===== config.mk =====
export PLATFORM = sky130hd
export DESIGN_NAME = ecc_channel
export DESIGN_NICKNAME = d
export VERILOG_FILES = /design/src/ecc_pkg.sv /design/src/ecc_channel.sv
export SDC_FILE = /design/constraint.sdc
export NUM_CORES = 1
export LEC_CHECK = 0
export BUFFER_PORTS_ARGS = -buffer_cell sky130_fd_sc_hd__buf_4
export CAP_MARGIN = 20
export CORE_ASPECT_RATIO = 2
export CORE_MARGIN = 10
export CORE_UTILIZATION = 40
export DETAILED_ROUTE_END_ITERATION = 8
export GPL_TIMING_DRIVEN = 0
export SLEW_MARGIN = 20
export SYNTH_ARGS = -nofsm -noshare
export SYNTH_HDL_FRONTEND = slang
export SYNTH_SLANG_ARGS = --single-unit

===== constraint.sdc =====
create_clock -name sys_clk -period 2.7 [get_ports sys_clk]
set_input_delay 0.135 -clock sys_clk [delete_from_list [all_inputs] [get_ports sys_clk]]
set_output_delay 0.135 -clock sys_clk [all_outputs]
set_load 0.01 [all_outputs]

===== src/ecc_pkg.sv =====
// Package for the event capture and compare channel: register map and fields.
// Assumes a 32-bit AHB-Lite register bus and word-aligned registers.
package ecc_pkg;
  localparam int TIMER_W = 16;
  // Register byte offsets
  localparam logic [7:0] OFF_CONTROL = 8'h00;
  localparam logic [7:0] OFF_TIME = 8'h04;
  localparam logic [7:0] OFF_PEND = 8'h08;
  localparam logic [7:0] OFF_TIMER = 8'h0c;
  localparam logic [7:0] OFF_COMPARE = 8'h10;
  // channel_control_register fields
  localparam int CTL_OVERWRITE = 0;
  localparam int CTL_CAP_EN = 1;
  localparam int CTL_RISE = 2;
  localparam int CTL_FALL = 3;
  localparam int CTL_CMP_EN = 4;
  localparam int CTL_RESET_TMR = 5;
  localparam int CTL_OVR_IE = 6;
  localparam int CTL_DIR_DOWN = 7;
  localparam int CTL_W = 8;
  localparam logic [CTL_W-1:0] CTL_RESET = 8'h00;
  // capture_pending_flags fields (write one to clear)
  localparam int PND_CAPTURE = 0;
  localparam int PND_OVERRUN = 1;
  localparam int PND_MATCH = 2;
  localparam int PND_W = 3;
  localparam logic [1:0] HTRANS_NONSEQ = 2'h2;
  typedef enum logic [1:0] {ECC_EMPTY, ECC_ONE, ECC_TWO} ecc_fill_e;
endpackage : ecc_pkg


===== src/ecc_channel.sv =====
// Event capture and compare channel with its own timer, AHB-Lite slave.
// Assumes single-word AHB-Lite transfers; capture input synchronous to sys_clk.
//
// Function
// Timer write versus channel reset: reset wins here
// Software avoids writing timer under channel reset
// Match only when timer counts onto compare
// Reset to zero never matches compare zero
// Two-stage store; time read pulls buffer forward
// Transfer into time register empties buffer
// Capture pending set by transfer, not edge
// Overwrite set: overrun replaces older data
// Overwrite clear and both full: ignore edges
// Overrun sets overrun pending flag
// Overrun interrupt distinct, gated by enable
// Overrun means edge finds unconsumed data
// Software keeps an overrun strategy
// Service code rechecks pending before return
// Valid edge latches timer into free stage
//
// Local design decisions: the AHB-Lite register port and the address map.
`timescale 1ns/1ps
module ecc_channel
  import ecc_pkg::*;
(
  input wire logic sys_clk,
  input wire logic rst_b,
  input wire logic hsel,
  input wire logic [7:0] haddr,
  input wire logic [1:0] htrans,
  input wire logic hwrite,
  input wire logic [2:0] hsize,
  input wire logic [31:0] hwdata,
  input wire logic hready,
  output logic hreadyout,
  output logic hresp,
  output logic [31:0] hrdata,
  input wire logic captureIn,
  output logic captureIrq,
  output logic overrunIrq,
  output logic matchIrq
);
  // ------------------------------------------------------------
  // Bus address phase
  // ------------------------------------------------------------
  logic apWrite;
  logic [7:0] apAddr;
  wire addrValid = hsel && hready && (htrans == HTRANS_NONSEQ);
  always_ff @(posedge sys_clk or negedge rst_b) begin
    if (!rst_b) begin
      apWrite <= 1'b0;
      apAddr <= 8'h00;
    end else begin
      apWrite <= addrValid && hwrite;
      apAddr <= haddr;
    end
  end
  // ------------------------------------------------------------
  // Registers and decode
  // ------------------------------------------------------------
  logic [CTL_W-1:0] control;
  logic [TIMER_W-1:0] timer, compareVal, timeReg, bufReg, prevTimer;
  logic [PND_W-1:0] pend;
  logic timeFull, bufFull, prevIn, prevValid;
  wire wrCtl = apWrite && (apAddr == OFF_CONTROL);
  wire wrPend = apWrite && (apAddr == OFF_PEND);
  wire wrTimer = apWrite && (apAddr == OFF_TIMER);
  wire wrCmp = apWrite && (apAddr == OFF_COMPARE);
  wire rdTime = addrValid && !hwrite && (haddr == OFF_TIME);
  // ------------------------------------------------------------
  // Edge detection and capture store
  // ------------------------------------------------------------
  wire riseEdge = captureIn && !prevIn && control[CTL_RISE];
  wire fallEdge = !captureIn && prevIn && control[CTL_FALL];
  wire validEdge = control[CTL_CAP_EN] && (riseEdge || fallEdge);
  // Both stages still hold unconsumed data when a new edge arrives and no time read frees one
  wire overrun = validEdge && timeFull && bufFull && !rdTime;
  wire overwrite = control[CTL_OVERWRITE];
  // Read of the time register pulls the buffer forward
  wire transfer = rdTime && bufFull;
  wire resetTimer = validEdge && control[CTL_RESET_TMR];
  ecc_fill_e fill;
  assign fill = (timeFull && bufFull) ? ECC_TWO : (timeFull ? ECC_ONE : ECC_EMPTY);

  logic [TIMER_W-1:0] next_timeReg, next_bufReg;
  logic next_timeFull, next_bufFull, loadTime;
  always_comb begin
    next_timeReg = timeReg;
    next_bufReg = bufReg;
    next_timeFull = timeFull;
    next_bufFull = bufFull;
    loadTime = 1'b0;
    if (transfer) begin
      next_timeReg = bufReg;
      next_bufFull = 1'b0;
      loadTime = 1'b1;
    end else if (rdTime) begin
      next_timeFull = 1'b0;
    end
    if (validEdge) begin
      case (fill)
        ECC_EMPTY: begin
          next_timeReg = timer;
          next_timeFull = 1'b1;
          loadTime = 1'b1;
        end
        ECC_ONE: begin
          if (rdTime) begin
            next_timeReg = timer;
            next_timeFull = 1'b1;
            loadTime = 1'b1;
          end else begin
            next_bufReg = timer;
            next_bufFull = 1'b1;
          end
        end
        ECC_TWO: begin
          if (rdTime || overwrite) begin
            next_bufReg = timer;
            next_bufFull = 1'b1;
          end else begin
            // Overwrite clear: edge dropped while both stages hold data
            next_bufReg = bufReg;
          end
        end
        default: begin
          next_bufFull = bufFull;
        end
      endcase
    end
  end

  // ------------------------------------------------------------
  // Timer and compare
  // ------------------------------------------------------------
  wire [TIMER_W-1:0] countNext = control[CTL_DIR_DOWN] ? timer - 16'h0001 : timer + 16'h0001;
  // Only a counted step onto the value matches; loads and resets do not
  wire counted = prevValid && (timer == compareVal) && (prevTimer != timer);
  wire match = control[CTL_CMP_EN] && counted;

  always_ff @(posedge sys_clk or negedge rst_b) begin
    if (!rst_b) begin
      control <= CTL_RESET;
      timer <= 16'h0000;
      compareVal <= 16'h0000;
      timeReg <= 16'h0000;
      bufReg <= 16'h0000;
      timeFull <= 1'b0;
      bufFull <= 1'b0;
      pend <= 3'h0;
      prevIn <= 1'b0;
      prevTimer <= 16'h0000;
      prevValid <= 1'b0;
    end else begin
      prevIn <= captureIn;
      if (wrCtl) begin
        control <= hwdata[CTL_W-1:0];
      end
      if (wrCmp) begin
        compareVal <= hwdata[TIMER_W-1:0];
      end
      // Channel reset takes precedence over a coincident write
      if (resetTimer) begin
        timer <= 16'h0000;
        prevValid <= 1'b0;
      end else if (wrTimer) begin
        timer <= hwdata[TIMER_W-1:0];
        prevValid <= 1'b0;
      end else begin
        timer <= countNext;
        prevValid <= 1'b1;
      end
      prevTimer <= timer;
      timeReg <= next_timeReg;
      bufReg <= next_bufReg;
      timeFull <= next_timeFull;
      bufFull <= next_bufFull;
      // Hardware set wins over a same-cycle write-one-to-clear
      pend[PND_CAPTURE] <= loadTime || (pend[PND_CAPTURE] && !(wrPend && hwdata[PND_CAPTURE]));
      pend[PND_OVERRUN] <= overrun || (pend[PND_OVERRUN] && !(wrPend && hwdata[PND_OVERRUN]));
      pend[PND_MATCH] <= match || (pend[PND_MATCH] && !(wrPend && hwdata[PND_MATCH]));
    end
  end

  // ------------------------------------------------------------
  // Outputs
  // ------------------------------------------------------------
  logic [31:0] next_hrdata;
  always_comb begin
    next_hrdata = 32'h0000_0000;
    case (haddr)
      OFF_CONTROL: next_hrdata = {24'h000000, control};
      OFF_TIME: next_hrdata = {16'h0000, timeReg};
      OFF_PEND: next_hrdata = {29'h0, pend};
      OFF_TIMER: next_hrdata = {16'h0000, timer};
      OFF_COMPARE: next_hrdata = {16'h0000, compareVal};
      default: next_hrdata = 32'h0000_0000;
    endcase
  end
  always_ff @(posedge sys_clk or negedge rst_b) begin
    if (!rst_b) begin
      hrdata <= 32'h0000_0000;
      hreadyout <= 1'b1;
      hresp <= 1'b0;
      captureIrq <= 1'b0;
      overrunIrq <= 1'b0;
      matchIrq <= 1'b0;
    end else begin
      hreadyout <= 1'b1;
      hresp <= 1'b0;
      if (addrValid && !hwrite) begin
        hrdata <= next_hrdata;
      end
      captureIrq <= loadTime;
      overrunIrq <= overrun && control[CTL_OVR_IE];
      matchIrq <= match;
    end
  end
endmodule : ecc_channel


# Word level (Yosys, flattened, before mapping)
# Cells that the tools add are included.
# word_totals
register_bits	139
word_cells	110
inputBits	51
out_inout_bits	37
# op_classes
n_reduce_logical	47
muxes	29
addsub	2
n_eq_ne	15
# ops
op	n
$mux W16	8
$pmux W16 S5	1
$pmux W16 S2	2
$eq A8 B4 Y1 const B	4
$logic_and A1 B1 Y1	30
$add A16 B1 Y16 const B	1
$eq A16 B16 Y1	1
$eq A8 B5 Y1 const B	2
$logic_not A8 Y1	2
$ne A16 B16 Y1	1
$sub A16 B1 Y16 const B	1
$mux W1	14
$eq A8 B3 Y1 const B	1
$logic_not A1 Y1	7
$logic_or A1 B1 Y1	5
$eq A2 B2 Y1 const B	2
$ne A2 B2 Y1 const B	2
$ne A4 B1 Y1 const B	1
$pmux W1 S2	2
$reduce_and A4 Y1	1
$pmux W1 S3	1
$eq A2 B1 Y1 const B	1
$logic_not A2 Y1	1
$mux W2	1
$reduce_bool A2 Y1	1

# Depth between registers and ports, before layout
# depth
word_depth	10
ltp_mapped	8
depth_no_buf	6

# Worst setup path before layout
# No wires, ideal clock.
# synth_timing
path_kind	reg-to-reg
start	register control[7]
end	register timer[14]
setup_ns	0.070
required_ns	2.630
n_path_buf	0
stages_incl_launch_ff	7
t_arrival_ns	2.399
slack_ns	0.231
path_cell_list	dfrtp_1 -> fa_1 -> a21o_1 -> a221oi_1 -> o21ai_0 -> a2111oi_0 -> nand3b_1
# synth_between
elab_chain_len	3
# synth_lines
item	line_no	rtl
start, declared	ecc_channel.sv:61	logic [CTL_W-1:0] control;
start signal, assigned	ecc_channel.sv:157	control <= hwdata[CTL_W-1:0];
$mux W16	ecc_channel.sv:136	wire [TIMER_W-1:0] countNext = control[CTL_DIR_DOWN] ? timer - 16'h0001 : timer + 16'h0001;
$mux W16	ecc_channel.sv:166	end else if (wrTimer) begin
$mux W16	ecc_channel.sv:163	if (resetTimer) begin
end signal, assigned	ecc_channel.sv:167	timer <= hwdata[TIMER_W-1:0];
end signal, assigned	ecc_channel.sv:170	timer <= countNext;
end, declared	ecc_channel.sv:62	logic [TIMER_W-1:0] timer, compareVal, timeReg, bufReg, prevTimer;
# Every way passes these cells.
# A chain may end at the register's enable or synchronous reset.

# Worst setup path after layout
# layout_timing
start	input port haddr[1]
end	register bufReg[11]
# layout_between
elab_chain_len	5
word_cells_on_any_way	6
# layout_lines
item	line_no	rtl
start, declared	ecc_channel.sv:29	input wire logic [7:0] haddr,
$eq A8 B3 Y1 (*)	ecc_channel.sv:69	wire rdTime = addrValid && !hwrite && (haddr == OFF_TIME);
$logic_and A1 B1 Y1 (*)	ecc_channel.sv:69	
$logic_or A1 B1 Y1	ecc_channel.sv:118	if (rdTime || overwrite) begin
$ne A2 B2 Y1 (no source line)	n/a	
$reduce_and A4 Y1 (no source line) (*)	n/a	
end signal, assigned	ecc_channel.sv:175	bufReg <= next_bufReg;
end, declared	ecc_channel.sv:62	
# Every way passes the cells marked *; elsewhere a longest branch is shown, timed or not.

==> flow_metrics.env <==
export IMPL_timing_critical_path_arrival_ps=2940
export IMPL_start_util_pct=40.3
export IMPL_yosys_warnings=0
export IMPL_maxSlewHeadroom_pct=44.8
export IMPL_clockBufferDepth=2
export IMPL_number_of_global_route_vias_before_repair=5132
export IMPL_fillCellCount=1374
export IMPL_ioPinCount=88
export IMPL_cts_tree="yes"
export IMPL_fraction_of_the_cycle_the_final_worst_path_needs_pct=97.8
export IMPL_cts_inserted_buffers=17
export IMPL_grt_pass1_wl_mm=27.7
export IMPL_track_usage_pct=17.1
export IMPL_vias_after_detailed_routing=4744
export IMPL_drt_first_iter_violations=235
export IMPL_timing_critical_path_slowest_stage_cell="sky130_fd_sc_hd__dlygate4sd3_1"
export IMPL_cts_sink_count=123
export IMPL_ctsRootBufferMaster="sky130_fd_sc_hd__clkbuf_16"
export IMPL_run_status="finished, final reports clean"
export IMPL_critical_path_buf_inv_count=6
export IMPL_most_frequent_cells_in_the_layout="sky130_fd_sc_hd__dfrtp_1 (122), sky130_fd_sc_hd__buf_4 (72), sky130_fd_sc_hd__nor2_1 (46)"
export IMPL_top_cell_type_by_total_area_after_synthesis="sky130_fd_sc_hd__dfrtp_1"
export IMPL_grt_overflow=0
export IMPL_async_reset_ff_share_pct=100
export IMPL_cellPowerDensity_nw_per_um2=933
export IMPL_detail_route_vias_per_cell=5.40
export IMPL_yosys_most_used_dff="sky130_fd_sc_hd__dfrtp_1"
export IMPL_finalSetupTns_ps=0
export IMPL_fp_row_count=64
export IMPL_layout_cells_non_filler=879
export IMPL_yosysTopAreaCellShare_pct=50.2
export IMPL_core_area_um2=15200
export IMPL_grt_max_degree=68
export IMPL_synthesis_instances=551
export IMPL_fin_worst_skew_ps=8.15
export IMPL_maximum_capacitance_violations=0
export IMPL_nets=734
export IMPL_die_x_um=108
export IMPL_synth_seq_cells=123
export IMPL_syn_avg_cell_area_um2=11.1
export IMPL_multi_input_comb_area_um2=2820
export IMPL_placed_cells=817
export IMPL_fmaxAchievable_ghz=0.379
export IMPL_wire_per_inst_um=20.0
export IMPL_die_height_um=195
export IMPL_detail_route_wirelength_mm=17.6
export IMPL_n_antenna_cell=0
export IMPL_timing_setup_critical_path_class="input port to flip-flop"
export IMPL_synthesized_area_um2=6130
export IMPL_hold_class="input port to flip-flop"
export IMPL_post_synth_main_area_contributors="sky130_fd_sc_hd__dfrtp_1 (50%), sky130_fd_sc_hd__mux2_2 (5.9%), sky130_fd_sc_hd__xor2_1 (3.4%)"
export IMPL_detailedPlacementHpwl_mm=13.0
export IMPL_setup_viol=0
export IMPL_worst_slew_pin_slew_ps=821
export IMPL_hold_viol=0
export IMPL_port_buffers=50
export IMPL_crit_fanout=10
export IMPL_timing_final_crit_period_ps=2640
export IMPL_antenna_found_initial=0
export IMPL_worstSetupStartpointType="input port"
export IMPL_worstSkewPairLatency_ps=420
export IMPL_ff_latch_area_um2=3080
export IMPL_ant_nets=0
export IMPL_max_vdd_drop_mv=0.474
export IMPL_crit_chain="dlygate4sd3_1, buf_4, or4_4, buf_6, nor4_4, buf_4, a211o_2, and3_1, clkbuf_4, buf_6, mux2_2"
export IMPL_leakage_nw=3.53
export IMPL_yosysSeqAreaShare_pct=50.2
export IMPL_clkTransAtPathRegs_ps=60
export IMPL_dr_pass1_iters=5
export IMPL_gpl_final_weighted_congestion=0.859
export IMPL_post_synthesis_to_final_layout_area_growth_pct=27.8
export IMPL_worst_setup_path_end_kind="flip-flop"
export IMPL_yosysUniqueCellTypes=59
export IMPL_drc=0
export IMPL_max_stage_delay_ps=540
export IMPL_slew_violations=0
export IMPL_critical_path_top_delay_family="buffers and inverters"
export IMPL_count_of_flip_flops_with_a_built_in_enable_after_synthesis=0
export IMPL_die_area_um2=21000
export IMPL_critical_path_required_ps=3000
export IMPL_final_common_cell="sky130_fd_sc_hd__dfrtp_1"
export IMPL_drive_above_1_share_pct=25.3
export IMPL_htreeDepth=4
-- metal layers --
layer,global-route usage (%),routed length [µm]
met5,0,0
met1,17.8,6590
met3,3.23,660
met4,9.75,663
met2,30.8,9650
-- sequential cells by signal, summed over array words and instances, names as in the netlist --
name        count
bufReg         16
compareVal     16
hrdata         16
prevTimer      16
timeReg        16
timer          16
apAddr          8
control         8
pend            3
apWrite         1
bufFull         1
captureIrq      1
matchIrq        1
overrunIrq      1
prevIn          1
prevValid       1
timeFull        1
-- cell type report --
cell class	instances	share of cell area (%)
multi-input combinational	382	35.9
clock buffer	19	5.78
inverter	22	1.05
buffer	40	3.61
timing repair buffer	82	9.02
sequential	123	39.3
tap	198	3.16
clock inverter	13	2.14
-- path summary, 6_finish.rpt --
| kind | from | to | slack (ps) | depth (start not counted) |
|---|---|---|---|---|
| setup / recovery | haddr[1] | bufReg[11] | 60 | 11 |
| hold / removal | htrans[0] | apWrite | 80 | 3 |
| setup reg to reg | control[7] | timer[15] | 80 | 6 |
| hold reg to reg | timer[15] | prevTimer[15] | 380 | 0 |
| max in group asynchronous | rst_b | control[7] | 1710 | 3 |
| min in group asynchronous | rst_b | prevTimer[1] | 250 | 2 |
-- metrics by stage --
stage | total power [W] | hold WS, ps | cell area (µm²) | util [%] | worst slack [ps]
floorplan | 0.00418 | -161 | 6190 | - | 231
global placement | 0.00476 | 254 | 6820 | 44.8 | -392
detailed placement | 0.00485 | 143 | 6860 | 45.1 | -445
CTS | 0.00732 | 64.6 | 7780 | 51.1 | 9.37
global route | 0.00770 | 116 | 7840 | 51.5 | -10.4
finish | 0.00731 | 75.7 | 7840 | 51.5 | 60.4
-- power breakdown --
part           switching (W)  internal (W)  leakage (nW)
Combinational        0.00106      0.000980          1.73
Clock               0.000882       0.00151         0.300
Sequential          0.000532       0.00235          1.50
Total                0.00248       0.00483          3.53
-- worst reg2reg max path, delay by kind of cell, from the launching register on --
kind,cells,cell delay (ps)
AND/OR/NAND/NOR,2,710
flip-flops,1,600
AO/OA/AOI/OAI,3,850
adder cells (fa/ha/maj),1,370
-- synthesized netlist by cell type (2+ instances only) --
library cell and number:
sky130_fd_sc_hd__dfrtp_1 123, sky130_fd_sc_hd__nor2_1 47, sky130_fd_sc_hd__nand2_1 41, sky130_fd_sc_hd__mux2_2 32, sky130_fd_sc_hd__xor2_1 24, sky130_fd_sc_hd__o21ai_0 23, sky130_fd_sc_hd__inv_1 22, sky130_fd_sc_hd__a21oi_1 20
sky130_fd_sc_hd__buf_4 19, sky130_fd_sc_hd__a221o_1 16, sky130_fd_sc_hd__xnor2_1 15, sky130_fd_sc_hd__ha_1 14, sky130_fd_sc_hd__clkbuf_1 13, sky130_fd_sc_hd__a22oi_1 12, sky130_fd_sc_hd__nor3_1 10, sky130_fd_sc_hd__a221o_2 8
sky130_fd_sc_hd__mux2_1 8, sky130_fd_sc_hd__nor4_1 8, sky130_fd_sc_hd__nand3_1 7, sky130_fd_sc_hd__a221oi_1 6, sky130_fd_sc_hd__and3_1 6, sky130_fd_sc_hd__a211oi_1 5, sky130_fd_sc_hd__a21o_1 5, sky130_fd_sc_hd__mux2i_1 5
sky130_fd_sc_hd__buf_6 4, sky130_fd_sc_hd__nand4b_1 4, sky130_fd_sc_hd__or4_1 4, sky130_fd_sc_hd__and4_1 3, sky130_fd_sc_hd__mux4_2 3, sky130_fd_sc_hd__nand2b_1 3, sky130_fd_sc_hd__nand4_1 3, sky130_fd_sc_hd__o211ai_1 3
sky130_fd_sc_hd__a31oi_1 2, sky130_fd_sc_hd__a32o_1 2, sky130_fd_sc_hd__a32oi_1 2, sky130_fd_sc_hd__and2_1 2, sky130_fd_sc_hd__buf_2 2, sky130_fd_sc_hd__conb_1 2, sky130_fd_sc_hd__nor3b_1 2, sky130_fd_sc_hd__o21a_1 2
-- cell families (layout without fill, tap and decap cells) --
kind of cell	Yosys count	in the layout	synth area share, %
XOR/XNOR	39	39	5.57
flip-flops	123	123	50.2
buffers and inverters	62	176	5.82
multiplexers	48	48	9.26
adder cells (fa/ha/maj)	16	16	3.35
other	2	18	0.122
AO/OA/AOI/OAI	114	114	13.7
AND/OR/NAND/NOR	147	147	12.0
-- timing repair --
item	in CTS	in global routing
gates cloned	0	0
buffers inserted	0	3
pin swaps	0	2
hold endpoints to repair	96	0
endpoints found under the setup margin	13	32
hold buffers	27	0
gates resized for setup	4	12
No activity file was read; power rests on OpenSTA's default activity.
